===== src/sei_pkg.sv =====
// Package for the serial error and interrupt logic: constants and carriers.
// Assumes a single 100 MHz clock and plain control ports, no register bus.
package sei_pkg;
    // ************************************************************
    // Timing and reset values
    // ************************************************************
    localparam int CLK_MHZ = 100;
    localparam logic [6:0] HALF_DIV2 = 7'h01;
    localparam logic [6:0] HALF_DIV8 = 7'h04;
    localparam logic [6:0] HALF_DIV32 = 7'h10;
    localparam logic [6:0] HALF_DIV128 = 7'h40;
    localparam logic [3:0] LAST_HALF = 4'hF;
    localparam logic [3:0] BITS_PER_BYTE = 4'h8;
    localparam logic [7:0] DATA_RST = 8'h00;
    localparam logic [1:0] RATE_RST = 2'h0;
    localparam logic [3:0] FLAGS_RST = 4'h1;

    // ************************************************************
    // Carriers
    // ************************************************************
    typedef struct packed {
        logic receive_irq_enable;
        logic master_select;
        logic clock_phase;
        logic serial_enable;
        logic transmit_irq_enable;
    } sei_ctrl_t;

    typedef struct packed {
        logic error_irq_enable;
        logic mode_fault_enable;
        logic [1:0] rate_select;
    } sei_cfg_t;

    typedef struct packed {
        logic receive_full_flag;
        logic overflow_flag;
        logic mode_fault_flag;
        logic transmit_empty_flag;
    } sei_flags_t;
endpackage : sei_pkg


===== src/sei_spi.sv =====
// Serial interface core with start latency, error flags and interrupt requests.
// Assumes CPU strobes are one-cycle pulses on clk; link pins are asynchronous.
// Function
// - Master transfers start only from data writes
// - Phase sets first half idle or edge
// - Master divider runs only when enabled master
// - Start delay at most one bit time
// - Unread data at bit one sets overflow
// - One error enable covers overflow and fault
// - All receive and error requests share output
// - Fault flag sets only with fault enable
// - Master fault while select input is low
// - Master fault disables, empties, clears counter, releases
// - Fault leaves master select unchanged
// - Slave fault when select rises mid transfer
// - Slave transfer bounds depend on clock phase
// - Phase zero select-deselect faults; phase one not
// - Slave fault keeps enable; toggle enable aborts
// - Deselected slave floats output, ignores clocks
// - Fault clears by status read, control write
// - Receive request needs enable and serial enable
// - Transmit request follows empty flag and enable
// - Flags set on each byte move
// - Receive flag clears by status, data read
// - Data write while enabled clears empty flag, queues byte
`timescale 1ns/1ps
`default_nettype none
module sei_spi (
    input wire logic clk,
    input wire logic rst,
    input wire logic data_wr,
    input wire logic [7:0] data_wdata,
    input wire logic data_rd,
    input wire logic status_rd,
    input wire logic control_wr,
    input wire sei_pkg::sei_ctrl_t control_wdata,
    input wire logic config_wr,
    input wire sei_pkg::sei_cfg_t config_wdata,
    output logic [7:0] serial_data_reg,
    output sei_pkg::sei_ctrl_t control_reg,
    output sei_pkg::sei_cfg_t config_reg,
    output sei_pkg::sei_flags_t status_control_reg,
    output logic rx_err_irq,
    output logic tx_irq,
    input wire logic serial_clock_pin_i,
    output logic serial_clock_pin_o,
    output logic serial_clock_pin_oe,
    input wire logic mosi_i,
    output logic mosi_o,
    output logic mosi_oe,
    input wire logic miso_i,
    output logic miso_o,
    output logic miso_oe,
    input wire logic slave_select_n_i
);
    // ************************************************************
    // Helpers
    // ************************************************************
    function automatic logic [6:0] half_cycles(input logic [1:0] rate);
        case (rate)
            2'h0: half_cycles = sei_pkg::HALF_DIV2;
            2'h1: half_cycles = sei_pkg::HALF_DIV8;
            2'h2: half_cycles = sei_pkg::HALF_DIV32;
            default: half_cycles = sei_pkg::HALF_DIV128;
        endcase
    endfunction : half_cycles

    // ************************************************************
    // Pin synchronisers
    // ************************************************************
    // Second stage only is read; third stage gives the edge reference.
    logic [2:0] sck_s_q, ss_s_q;
    logic [1:0] mosi_s_q, miso_s_q;
    always_ff @(posedge clk) begin
        if (rst) begin
            {sck_s_q, mosi_s_q, miso_s_q} <= 7'h00;
            ss_s_q <= 3'h7;
        end else begin
            sck_s_q <= {sck_s_q[1:0], serial_clock_pin_i};
            ss_s_q <= {ss_s_q[1:0], slave_select_n_i};
            mosi_s_q <= {mosi_s_q[0], mosi_i};
            miso_s_q <= {miso_s_q[0], miso_i};
        end
    end

    // ************************************************************
    // State
    // ************************************************************
    typedef enum logic [1:0] {SEI_IDLE, SEI_WAIT, SEI_SHIFT} sei_st_t;
    sei_st_t st_q, st_d;
    sei_pkg::sei_ctrl_t ctrl_q, ctrl_d;
    sei_pkg::sei_cfg_t cfg_q, cfg_d;
    sei_pkg::sei_flags_t fl_q, fl_d;
    logic [7:0] rx_q, rx_d, tx_q, tx_d, sr_q, sr_d;
    logic tx_full_q, tx_full_d, samp_q, samp_d, disc_q, disc_d;
    logic [6:0] div_q, div_d;
    logic [3:0] h_q, h_d, nbit_q, nbit_d;
    logic rx_arm_q, rx_arm_d, ov_arm_q, ov_arm_d, mf_arm_q, mf_arm_d;
    logic irq_re_q, irq_re_d, irq_tx_q, irq_tx_d;
    logic sck_q, sck_d, mosi_q, mosi_d, miso_q, miso_d;
    logic moe_q, moe_d, soe_q, soe_d;

    logic tick, done, first_samp, ss_low, lead, trail, mf_cond, master_on;
    logic [7:0] rx_byte;

    always_comb begin
        st_d = st_q;
        {ctrl_d, cfg_d, fl_d} = {ctrl_q, cfg_q, fl_q};
        {rx_d, tx_d, sr_d} = {rx_q, tx_q, sr_q};
        {tx_full_d, samp_d, disc_d} = {tx_full_q, samp_q, disc_q};
        {div_d, h_d, nbit_d} = {div_q, h_q, nbit_q};
        {rx_arm_d, ov_arm_d, mf_arm_d} = {rx_arm_q, ov_arm_q, mf_arm_q};
        done = 1'b0;
        first_samp = 1'b0;
        rx_byte = {sr_q[6:0], samp_q};
        master_on = ctrl_q.serial_enable & ctrl_q.master_select;
        ss_low = ~ss_s_q[1];
        // Slave edges are dropped entirely while deselected
        lead = ss_low & sck_s_q[1] & ~sck_s_q[2];
        trail = ss_low & ~sck_s_q[1] & sck_s_q[2];
        tick = 1'b0;

        // ********************************************************
        // Software register writes
        // ********************************************************
        if (control_wr) begin
            ctrl_d = control_wdata;
        end
        if (config_wr) begin
            cfg_d = config_wdata;
        end
        if (data_wr) begin
            tx_d = data_wdata;
            tx_full_d = 1'b1;
            fl_d.transmit_empty_flag = 1'b0;
        end

        // ********************************************************
        // Master bit clock
        // ********************************************************
        // Free running so the start is only aligned to the next half bit
        if (master_on) begin
            if (div_q >= half_cycles(cfg_q.rate_select) - 7'h01) begin
                div_d = 7'h00;
                tick = 1'b1;
            end else begin
                div_d = div_q + 7'h01;
            end
        end else begin
            div_d = 7'h00;
        end

        // ********************************************************
        // Shifter
        // ********************************************************
        case (st_q)
            SEI_IDLE: begin
                if (tx_full_q && !data_wr) begin
                    sr_d = tx_q;
                    tx_full_d = 1'b0;
                    fl_d.transmit_empty_flag = 1'b1;
                end
                if (tx_full_q && master_on && !data_wr) begin
                    st_d = SEI_WAIT;
                end else if (!ctrl_q.master_select && ctrl_q.serial_enable) begin
                    if (!ctrl_q.clock_phase && ss_low && ss_s_q[2]) begin
                        st_d = SEI_SHIFT;
                        nbit_d = 4'h0;
                    end else if (ctrl_q.clock_phase && lead) begin
                        st_d = SEI_SHIFT;
                        nbit_d = 4'h0;
                    end
                end
            end
            SEI_WAIT: begin
                if (tick) begin
                    st_d = SEI_SHIFT;
                    h_d = 4'h0;
                    nbit_d = 4'h0;
                end
            end
            SEI_SHIFT: begin
                if (ctrl_q.master_select) begin
                    if (tick) begin
                        if (h_q == sei_pkg::LAST_HALF) begin
                            done = 1'b1;
                        end else begin
                            h_d = h_q + 4'h1;
                            if (!h_q[0]) begin
                                samp_d = miso_s_q[1];
                                first_samp = (h_q == 4'h0);
                            end else begin
                                sr_d = {sr_q[6:0], samp_q};
                            end
                        end
                    end
                end else begin
                    // CLOCK_PHASE 1 samples on the trailing edge, CLOCK_PHASE 0 on the leading
                    if (ctrl_q.clock_phase ? trail : lead) begin
                        if (ctrl_q.clock_phase && nbit_q == sei_pkg::BITS_PER_BYTE - 4'h1) begin
                            done = 1'b1;
                            rx_byte = {sr_q[6:0], mosi_s_q[1]};
                        end else begin
                            samp_d = mosi_s_q[1];
                        end
                        first_samp = (nbit_q == 4'h0);
                        nbit_d = nbit_q + 4'h1;
                    end else if (ctrl_q.clock_phase ? lead : trail) begin
                        if (!ctrl_q.clock_phase && nbit_q == sei_pkg::BITS_PER_BYTE) begin
                            done = 1'b1;
                        end else if (nbit_q != 4'h0) begin
                            sr_d = {sr_q[6:0], samp_q};
                        end
                    end
                end
                if (done) begin
                    st_d = SEI_IDLE;
                    disc_d = 1'b0;
                    if (!disc_q) begin
                        rx_d = rx_byte;
                        fl_d.receive_full_flag = 1'b1;
                    end
                end
            end
            default: st_d = SEI_IDLE;
        endcase

        // ********************************************************
        // Status flags
        // ********************************************************
        if (first_samp && fl_q.receive_full_flag) begin
            disc_d = 1'b1;
            fl_d.overflow_flag = 1'b1;
        end
        // Flag clears: arm on status read, finish on the second access
        if (status_rd) begin
            rx_arm_d = fl_q.receive_full_flag;
            ov_arm_d = fl_q.overflow_flag;
            mf_arm_d = fl_q.mode_fault_flag;
        end
        if (data_rd && rx_arm_q && !(done && !disc_q)) begin
            fl_d.receive_full_flag = 1'b0;
            rx_arm_d = 1'b0;
        end
        if (data_rd && ov_arm_q && !(first_samp && fl_q.receive_full_flag)) begin
            fl_d.overflow_flag = 1'b0;
            ov_arm_d = 1'b0;
        end

        mf_cond = 1'b0;
        if (cfg_q.mode_fault_enable && ctrl_q.serial_enable) begin
            if (ctrl_q.master_select) begin
                mf_cond = ss_low;
            end else begin
                // CLOCK_PHASE 0 is in transfer from select low, so deselect faults
                mf_cond = (st_q == SEI_SHIFT) && !ss_low;
            end
        end
        if (mf_cond) begin
            mf_arm_d = 1'b0;
        end
        if (control_wr && mf_arm_q && !mf_cond) begin
            fl_d.mode_fault_flag = 1'b0;
            mf_arm_d = 1'b0;
        end
        if (mf_cond) begin
            fl_d.mode_fault_flag = 1'b1;
            if (ctrl_q.master_select) begin
                ctrl_d.serial_enable = 1'b0;
                fl_d.transmit_empty_flag = 1'b1;
                st_d = SEI_IDLE;
            end
        end
        // Slave fault leaves the transfer running until software toggles enable
        if (!ctrl_q.serial_enable || (!ctrl_q.master_select && !ss_low && st_q == SEI_SHIFT
            && !cfg_q.mode_fault_enable)) begin
            st_d = SEI_IDLE;
            h_d = 4'h0;
            nbit_d = 4'h0;
            disc_d = 1'b0;
        end
        if (!ctrl_q.serial_enable) begin
            sr_d = sei_pkg::DATA_RST;
            fl_d.transmit_empty_flag = 1'b1;
            tx_full_d = 1'b0;
        end

        // ********************************************************
        // Registered outputs
        // ********************************************************
        irq_re_d = (fl_q.receive_full_flag & ctrl_q.receive_irq_enable
                   & ctrl_q.serial_enable)
                   | (cfg_q.error_irq_enable
                   & (fl_q.overflow_flag | fl_q.mode_fault_flag));
        irq_tx_d = fl_q.transmit_empty_flag & ctrl_q.transmit_irq_enable;
        sck_d = master_on && st_q == SEI_SHIFT && (h_q[0] ^ ctrl_q.clock_phase);
        mosi_d = sr_q[7];
        miso_d = sr_q[7];
        moe_d = master_on;
        soe_d = ctrl_q.serial_enable && !ctrl_q.master_select && ss_low;
    end

    always_ff @(posedge clk) begin
        if (rst) begin
            st_q <= SEI_IDLE;
            ctrl_q <= '0;
            cfg_q <= {1'b0, 1'b0, sei_pkg::RATE_RST};
            fl_q <= sei_pkg::FLAGS_RST;
            {rx_q, tx_q, sr_q} <= {3{sei_pkg::DATA_RST}};
            {tx_full_q, samp_q, disc_q, div_q, h_q, nbit_q} <= 18'h0_0000;
            {rx_arm_q, ov_arm_q, mf_arm_q, irq_re_q, irq_tx_q} <= 5'h00;
            {sck_q, mosi_q, miso_q, moe_q, soe_q} <= 5'h00;
        end else begin
            st_q <= st_d;
            {ctrl_q, cfg_q, fl_q} <= {ctrl_d, cfg_d, fl_d};
            {rx_q, tx_q, sr_q} <= {rx_d, tx_d, sr_d};
            {tx_full_q, samp_q, disc_q} <= {tx_full_d, samp_d, disc_d};
            {div_q, h_q, nbit_q} <= {div_d, h_d, nbit_d};
            {rx_arm_q, ov_arm_q, mf_arm_q} <= {rx_arm_d, ov_arm_d, mf_arm_d};
            {irq_re_q, irq_tx_q, moe_q, soe_q} <= {irq_re_d, irq_tx_d, moe_d, soe_d};
            {sck_q, mosi_q, miso_q} <= {sck_d, mosi_d, miso_d};
        end
    end

    assign serial_data_reg = rx_q;
    assign control_reg = ctrl_q;
    assign config_reg = cfg_q;
    assign status_control_reg = fl_q;
    assign {rx_err_irq, tx_irq} = {irq_re_q, irq_tx_q};
    assign {serial_clock_pin_o, mosi_o, miso_o} = {sck_q, mosi_q, miso_q};
    assign {serial_clock_pin_oe, mosi_oe} = {moe_q, moe_q};
    assign miso_oe = soe_q;
endmodule : sei_spi
`default_nettype wire


===== config.mk =====
export PLATFORM = sky130hd
export DESIGN_NAME = sei_spi
export DESIGN_NICKNAME = d
export VERILOG_FILES = /design/src/sei_pkg.sv /design/src/sei_spi.sv
export SDC_FILE = /design/constraint.sdc
export NUM_CORES = 1
export LEC_CHECK = 0
export BUFFER_PORTS_ARGS = -buffer_cell sky130_fd_sc_hd__buf_2
export CORE_ASPECT_RATIO = 1.2
export CORE_MARGIN = 10
export CORE_UTILIZATION = 45
export CTS_CLUSTER_DIAMETER = 200
export CTS_CLUSTER_SIZE = 30
export DETAILED_ROUTE_END_ITERATION = 12
export GPL_TIMING_DRIVEN = 0
export PLACE_DENSITY = 0.67
export SYNTH_ARGS = -nofsm -noshare
export SYNTH_HDL_FRONTEND = slang
export SYNTH_SLANG_ARGS = --single-unit

===== constraint.sdc =====
create_clock -name clk -period 2.5 [get_ports clk]
set_input_delay 0.125 -clock clk [delete_from_list [all_inputs] [get_ports clk]]
set_output_delay 0.125 -clock clk [all_outputs]
set_load 0.05 [all_outputs]

== Yosys cells after proc, flatten, opt, wreduce, memory -nomap -nowiden ==
Index checks and enable logic that the tools add are counted.

* Register bits: 76
* Output and inout bits: 29
* Logic and storage cells: 223

* Add/subtract/negate cells: 4
* Order comparisons: 1
* Equal/unequal tests: 28
* Muxes and demuxes: 78
* Bitwise operators: 18
* Reductions and logical operators: 59

{| class="wikitable"
|+ Operators with widths
! operator !! number
|-
| 8-bit 2-to-1 mux || 9
|-
| 1-bit 2-to-1 mux || 43
|-
| 4-bit 2-to-1 mux || 10
|-
| 1-bit logical AND || 25
|-
| 2-bit inequality test, second input constant || 12
|-
| 3-bit inequality test, second input constant || 8
|-
| 7-bit case mux with 3 select lines || 1
|-
| 2-bit 2-to-1 mux || 10
|-
| 8-bit case mux with 2 select lines || 1
|-
| 4-bit case mux with 3 select lines || 1
|-
| 2-bit nonzero test || 6
|-
| 1-bit bitwise AND || 9
|-
| 1-bit logical NOT || 9
|-
| 9-bit AND reduction || 1
|-
| 4-bit by 1-bit adder with 4-bit output, second input constant || 2
|-
| 4-bit equality test, second input constant || 2
|-
| 4-bit logical NOT || 2
|-
| 4-bit case mux with 2 select lines || 1
|-
| 2-bit OR reduction || 4
|-
| 7-bit by 1-bit adder with 7-bit output, second input constant || 1
|-
| 7-bit greater-or-equal comparator || 1
|-
| 7-bit 2-to-1 mux || 1
|-
| 7-bit AND reduction || 1
|-
| 7-bit by 1-bit subtractor with 7-bit output, second input constant || 1
|-
| other kinds (17) || 27
|}

== Longest topological paths before layout ==
* Depth in word-level cells: 15
* Depth in mapped cells: 8
* Depth with buffers taken out: 7

== Worst setup path after synthesis ==
OpenSTA, ideal clock, no wires.

* Path type: flip-flop to flip-flop
* Start: register cfg_q (netlist bit config_reg[1])
* End: register rx_q[0], in the netlist serial_data_reg[0]
* Library setup time: 0.121 ns
* Arrival: 2.516 ns
* Setup slack: -0.137 ns
* Cell stages (with the launch flop): 8
* Clock period less this slack: 2.637 ns
* Cell sequence: dfxtp_1 -> inv_1 -> ha_1 -> or3b_2 -> o221ai_4 -> a32oi_2 -> a211o_2 -> mux2_4

* Word-level cells in the longest chain between the ends: 11
* Elaborated cells between the ends (all ways): 13
* Those cells by class: add/sub (1); order compare (1); eq/ne (2); mux (7); reduce/logical (2)

{| class="wikitable"
|+ RTL lines
! item !! RTL line !! RTL
|-
| start: declaration || sei_spi.sv:92 || <nowiki>sei_pkg::sei_cfg_t cfg_q, cfg_d;</nowiki>
|-
| start signal: assignment || sei_spi.sv:307 || <nowiki>cfg_q <= {1'b0, 1'b0, sei_pkg::RATE_RST};</nowiki>
|-
| start signal: assignment || sei_spi.sv:315 || <nowiki>{ctrl_q, cfg_q, fl_q} <= {ctrl_d, cfg_d, fl_d};</nowiki>
|-
| 2-bit equality test, or another cell as far along || sei_spi.sv:60 || <nowiki>case (rate)</nowiki>
|-
| 7-bit case mux with 3 select lines * || sei_spi.sv:60 ||
|-
| 7-bit 2-to-1 mux * || sei_spi.sv:142 || <nowiki>if (master_on) begin</nowiki>
|-
| 7-bit by 1-bit subtractor with 7-bit output * || sei_spi.sv:143 || <nowiki>if (div_q >= half_cycles(cfg_q.rate_select) - 7'h01) begin</nowiki>
|-
| 7-bit greater-or-equal comparator * || sei_spi.sv:143 ||
|-
| 1-bit 2-to-1 mux * || sei_spi.sv:143 ||
|-
| 1-bit 2-to-1 mux * || sei_spi.sv:142 ||
|-
| 1-bit 2-to-1 mux * || sei_spi.sv:184 || <nowiki>if (tick) begin</nowiki>
|-
| 1-bit 2-to-1 mux * || sei_spi.sv:183 || <nowiki>if (ctrl_q.master_select) begin</nowiki>
|-
| 1-bit 2-to-1 mux * || sei_spi.sv:156 || <nowiki>case (st_q)</nowiki>
|-
| 3-bit AND reduction (no source line) * || n/a ||
|-
| end signal: assignment || sei_spi.sv:309 || <nowiki>{rx_q, tx_q, sr_q} <= {3{sei_pkg::DATA_RST}};</nowiki>
|-
| end signal: assignment || sei_spi.sv:316 || <nowiki>{rx_q, tx_q, sr_q} <= {rx_d, tx_d, sr_d};</nowiki>
|-
| end: declaration || sei_spi.sv:94 || <nowiki>logic [7:0] rx_q, rx_d, tx_q, tx_d, sr_q, sr_d;</nowiki>
|}

Every way passes the cells marked *; elsewhere a longest branch is shown, timed or not. The select of a mux whose other input is x is not followed.
A chain may end at the register's enable or synchronous reset.

== Worst setup path after layout ==
* Start: register cfg_q (netlist bit config_reg[0])
* End: register rx_q[0], in the netlist serial_data_reg[0]

Same word-level chain as after synthesis.

==> metrics.md <==
| Metric | Value |
|---|---|
| Max VDD drop | `0.5410 mV` |
| Int Pwr | `1.884 mW` |
| Buf/Inv on CP | `0` |
| Reg2reg end | `serial_data_reg[0]` |
| Worst min path class | `input port to register` |
| Grt total ovfl | `0` |
| Final Power | `2.499 mW` |
| Worst path cell trace | `or2_2 > ha_1 > nor3b_2 > o221ai_4 > a32oi_2 > a211o_2 > mux2_4` |
| Sequential area share after synthesis | `0.4244` |
| WP data arrival | `2.66 ns` |
| Yosys cell types | `62` |
| Max FO, Critical Path | `6` |
| First-pass DRT Iterations | `4` |
| Synth Cell Area | `3585 µm²` |
| P_sw | `615.1 µW` |
| Setup_tns | `0 ns` |
| CTS Buffer Depth | `2` |
| Worst Setup Path Type | `register to register` |
| Yosys reg bits | `76` |
| Sw frac | `0.2461` |
| First-iteration detailed-routing DRC count | `174` |
| Xor/xnor share of the synthesized area | `0.01466` |
| Adder-Cell Fraction of Synth Area | `0.03839` |
| Max Cap Viol | `0` |
| Tmin final | `2.422 ns` |
| Multiplexer share of the synthesized area | `0.1051` |
| Port bufs | `53` |
| Area grow syn2layout | `20.10%` |
| Largest family of logic cells by synthesized area | `simple AND/OR/NAND/NOR gates` |
| Routed Antenna Nets | `0` |
| Final setup fails | `0` |
| Clock latency at the later pin of the worst-skew pair | `0.36 ns` |
| Num Clock Sinks | `76` |
| Hold depth | `3` |
| CTS tree | `built` |
| R2r setup slk | `0.08 ns` |
| Peak Freq | `413.0 MHz` |
| Post-synth EDFFs | `0` |
| Avg WL per Cell | `15.57 µm` |
| Worst Setup End Kind | `register` |
| P per Cell Area | `580.5 nW/µm²` |
| CP Depth | `7` |
| Die Ht | `117.8 µm` |
| IO Count | `57` |
| Yosys warns | `0` |
| R2r startpoint | `config_reg[0]` |
| Placer Congestion | `0.8157` |
| Vias | `2,958` |
| Leading area contributor after synthesis | `dfxtp_1` |
| Drt drc | `0` |
| Slowest stage delay, CP | `0.36 ns` |
| Number of H-tree levels | `3` |
| Clk pwr share | `0.410` |
| Unrepaired setup endpoints after global routing | `true` |
| Reg clk slew, reported paths | `0.08 ns` |
| DP HPWL | `6437 µm` |
| WHS Endpoint | `tx_q[6]` |
| Layout cells sized above 1 | `0.2346` |
| Startpoint type of the worst setup path | `register` |
| Num CTS Buffers | `9` |
| WL final | `8535 µm` |
| Synth top area share | `0.4244` |
| First-pass GRT wire length | `13,950 µm` |
| R2R depth | `7` |
| WP data required | `2.74 ns` |
| Core Region | `7707 µm²` |
| Gate Count Post-Synth | `380` |
| Outcome | `finished, final reports clean` |
| Family with the most delay on the worst path | `compound AO/OA/AOI/OAI gates` |
| DP Cell Count | `525` |
| Initial Util | `0.4651` |
| Ys flop type | `dfxtp_1` |
| Commonest non-fill, non-tap cells in the layout | `dfxtp_1, buf_2, mux2i_1` |
| Nets | `491` |
| Fin util | `0.5586` |
| # diodes | `0` |
| Comb pwr share | `0.088` |
| Fillers | `723` |
| Gr usage total | `0.1420` |
| Chip Width | `101.5 µm` |
| Commonest non-fill, non-tap cell in the layout | `dfxtp_1` |
| Final hold viol count | `0` |
| Slowest CP cell | `a32oi_2` |
| HP Start | `data_wdata[6]` |
| Ys async rst share | `0` |
| Dominant cells by area after synthesis | `dfxtp_1, mux2i_1, ha_1` |
| Worst-Margin Slew | `0.7272 ns` |
| Avg Synthesized Cell Area | `9.433 µm²` |
| Fin cells | `548` |
| Worst Clk Skew | `0.01182 ns` |
| Relative slew slack | `0.5152` |
| Reg power frac | `0.502` |
| Synthesized net count | `419` |
| DR vias/cell | `5.398` |
| Post-Synth Simple-Gate Area | `0.1913` |
| Max Slew Vio Count | `0` |
| WHS | `0.007788 ns` |
| Root buf cell | `clkbuf_8` |
| Number of global-route vias before repair | `2,875` |
| Largest net degree at the start of global routing | `14` |
| Part of the cycle the worst path needs | `0.9686` |
| Area fraction in compound gates after synthesis | `0.1784` |
| Leakage power | `1.711 nW` |
| Row cnt | `35` |
| Die area | `11,950 µm²` |
| Initial antenna violation count | `0` |
==> layout make-up <==
type / instances / area (µm²) / area share
Buffer: 23 / 110.1 / 0.02557
Sequential cell: 76 / 1524 / 0.3540
Clock buffer: 9 / 123.9 / 0.02877
Timing Repair Buffer: 61 / 355.3 / 0.08253
Multi-Input combinational cell: 264 / 1926 / 0.4473
Clock inverter: 6 / 87.58 / 0.02034
Tap cell: 92 / 115.1 / 0.02674
Inverter: 17 / 63.81 / 0.01482
==> per-stage QoR <==
step / instance area, µm² / worst slack, ns
after floorplan: 3592 / 0.06921
after global placement: 3973 / 0.08337
final: 4305 / 0.07843
after detailed placement: 3973 / 0.04057
after global routing: 4305 / -0.03768
after CTS: 4254 / 0.01861
==> cells in the mapped netlist (6+ instances only) <==
cell type and n:
mux2i_1 35, nor3_1 6, nor2_1 34, nand3_1 10
and3_1 6, nor2b_1 13, clkbuf_1 15, ha_1 11
nand2b_1 18, a311oi_1 11, dfxtp_1 76, a211oi_1 10
nand2_1 14, inv_1 17, or2_2 6, a21oi_1 17
o21ai_0 9
==> routing by layer <==
metal	wire [µm]	track usage
met4	128	0.05061
met1	4000	0.1829
met5	0	0
met3	504	0.04991
met2	3901	0.2116
==> worst min-delay path, cell delays in order <==
cell and delay [ns]:
buf_2 0.07, mux2i_1 0.05, nor2_1 0.07
==> repair_timing <==
item	CTS	global route
setup endpoints to repair	0	24
hold buffers	7	0
resized for setup	0	8
endpoints found under the hold margin	7	0
setup buffers	0	1
==> power by group through the flow <==
stage / logic [mW] / registers, mW / clock network, mW
6_report: 0.219 / 1.26 / 1.03
5_1_grt: 0.239 / 1.26 / 1.10
4_1_cts: 0.218 / 1.25 / 1.05
3_5_place_dp: 0.210 / 1.28 / 0
3_3_place_gp: 0.206 / 1.28 / 0
2_1_floorplan: 0.116 / 1.31 / 0
==> worst max-delay path by stage <==
stage | start | endpoint | slack, ns
CTS | config_reg[1] | sr_q[6] | 0.02
global route | config_reg[1] | rx_arm_q | -0.04
detailed placement | config_reg[1] | sr_q[6] | 0.04
finish | config_reg[0] | serial_data_reg[0] | 0.08
global placement | config_reg[1] | sr_q[0] | 0.08
floorplan | config_reg[1] | serial_data_reg[0] | 0.07
==> cells by family (layout without fill, tap and decap cells) <==
logic type / Yosys count / after routing
AOI/OAI and AO/OA: 83 / 83
adders and majority gates: 11 / 11
and+or+nand+nor: 126 / 126
DFF: 76 / 76
muxes: 37 / 37
xor gates and xnor gates: 6 / 6
buffers and inverters: 40 / 116
other: 1 / 1
(Power assumes the default switching activity.)
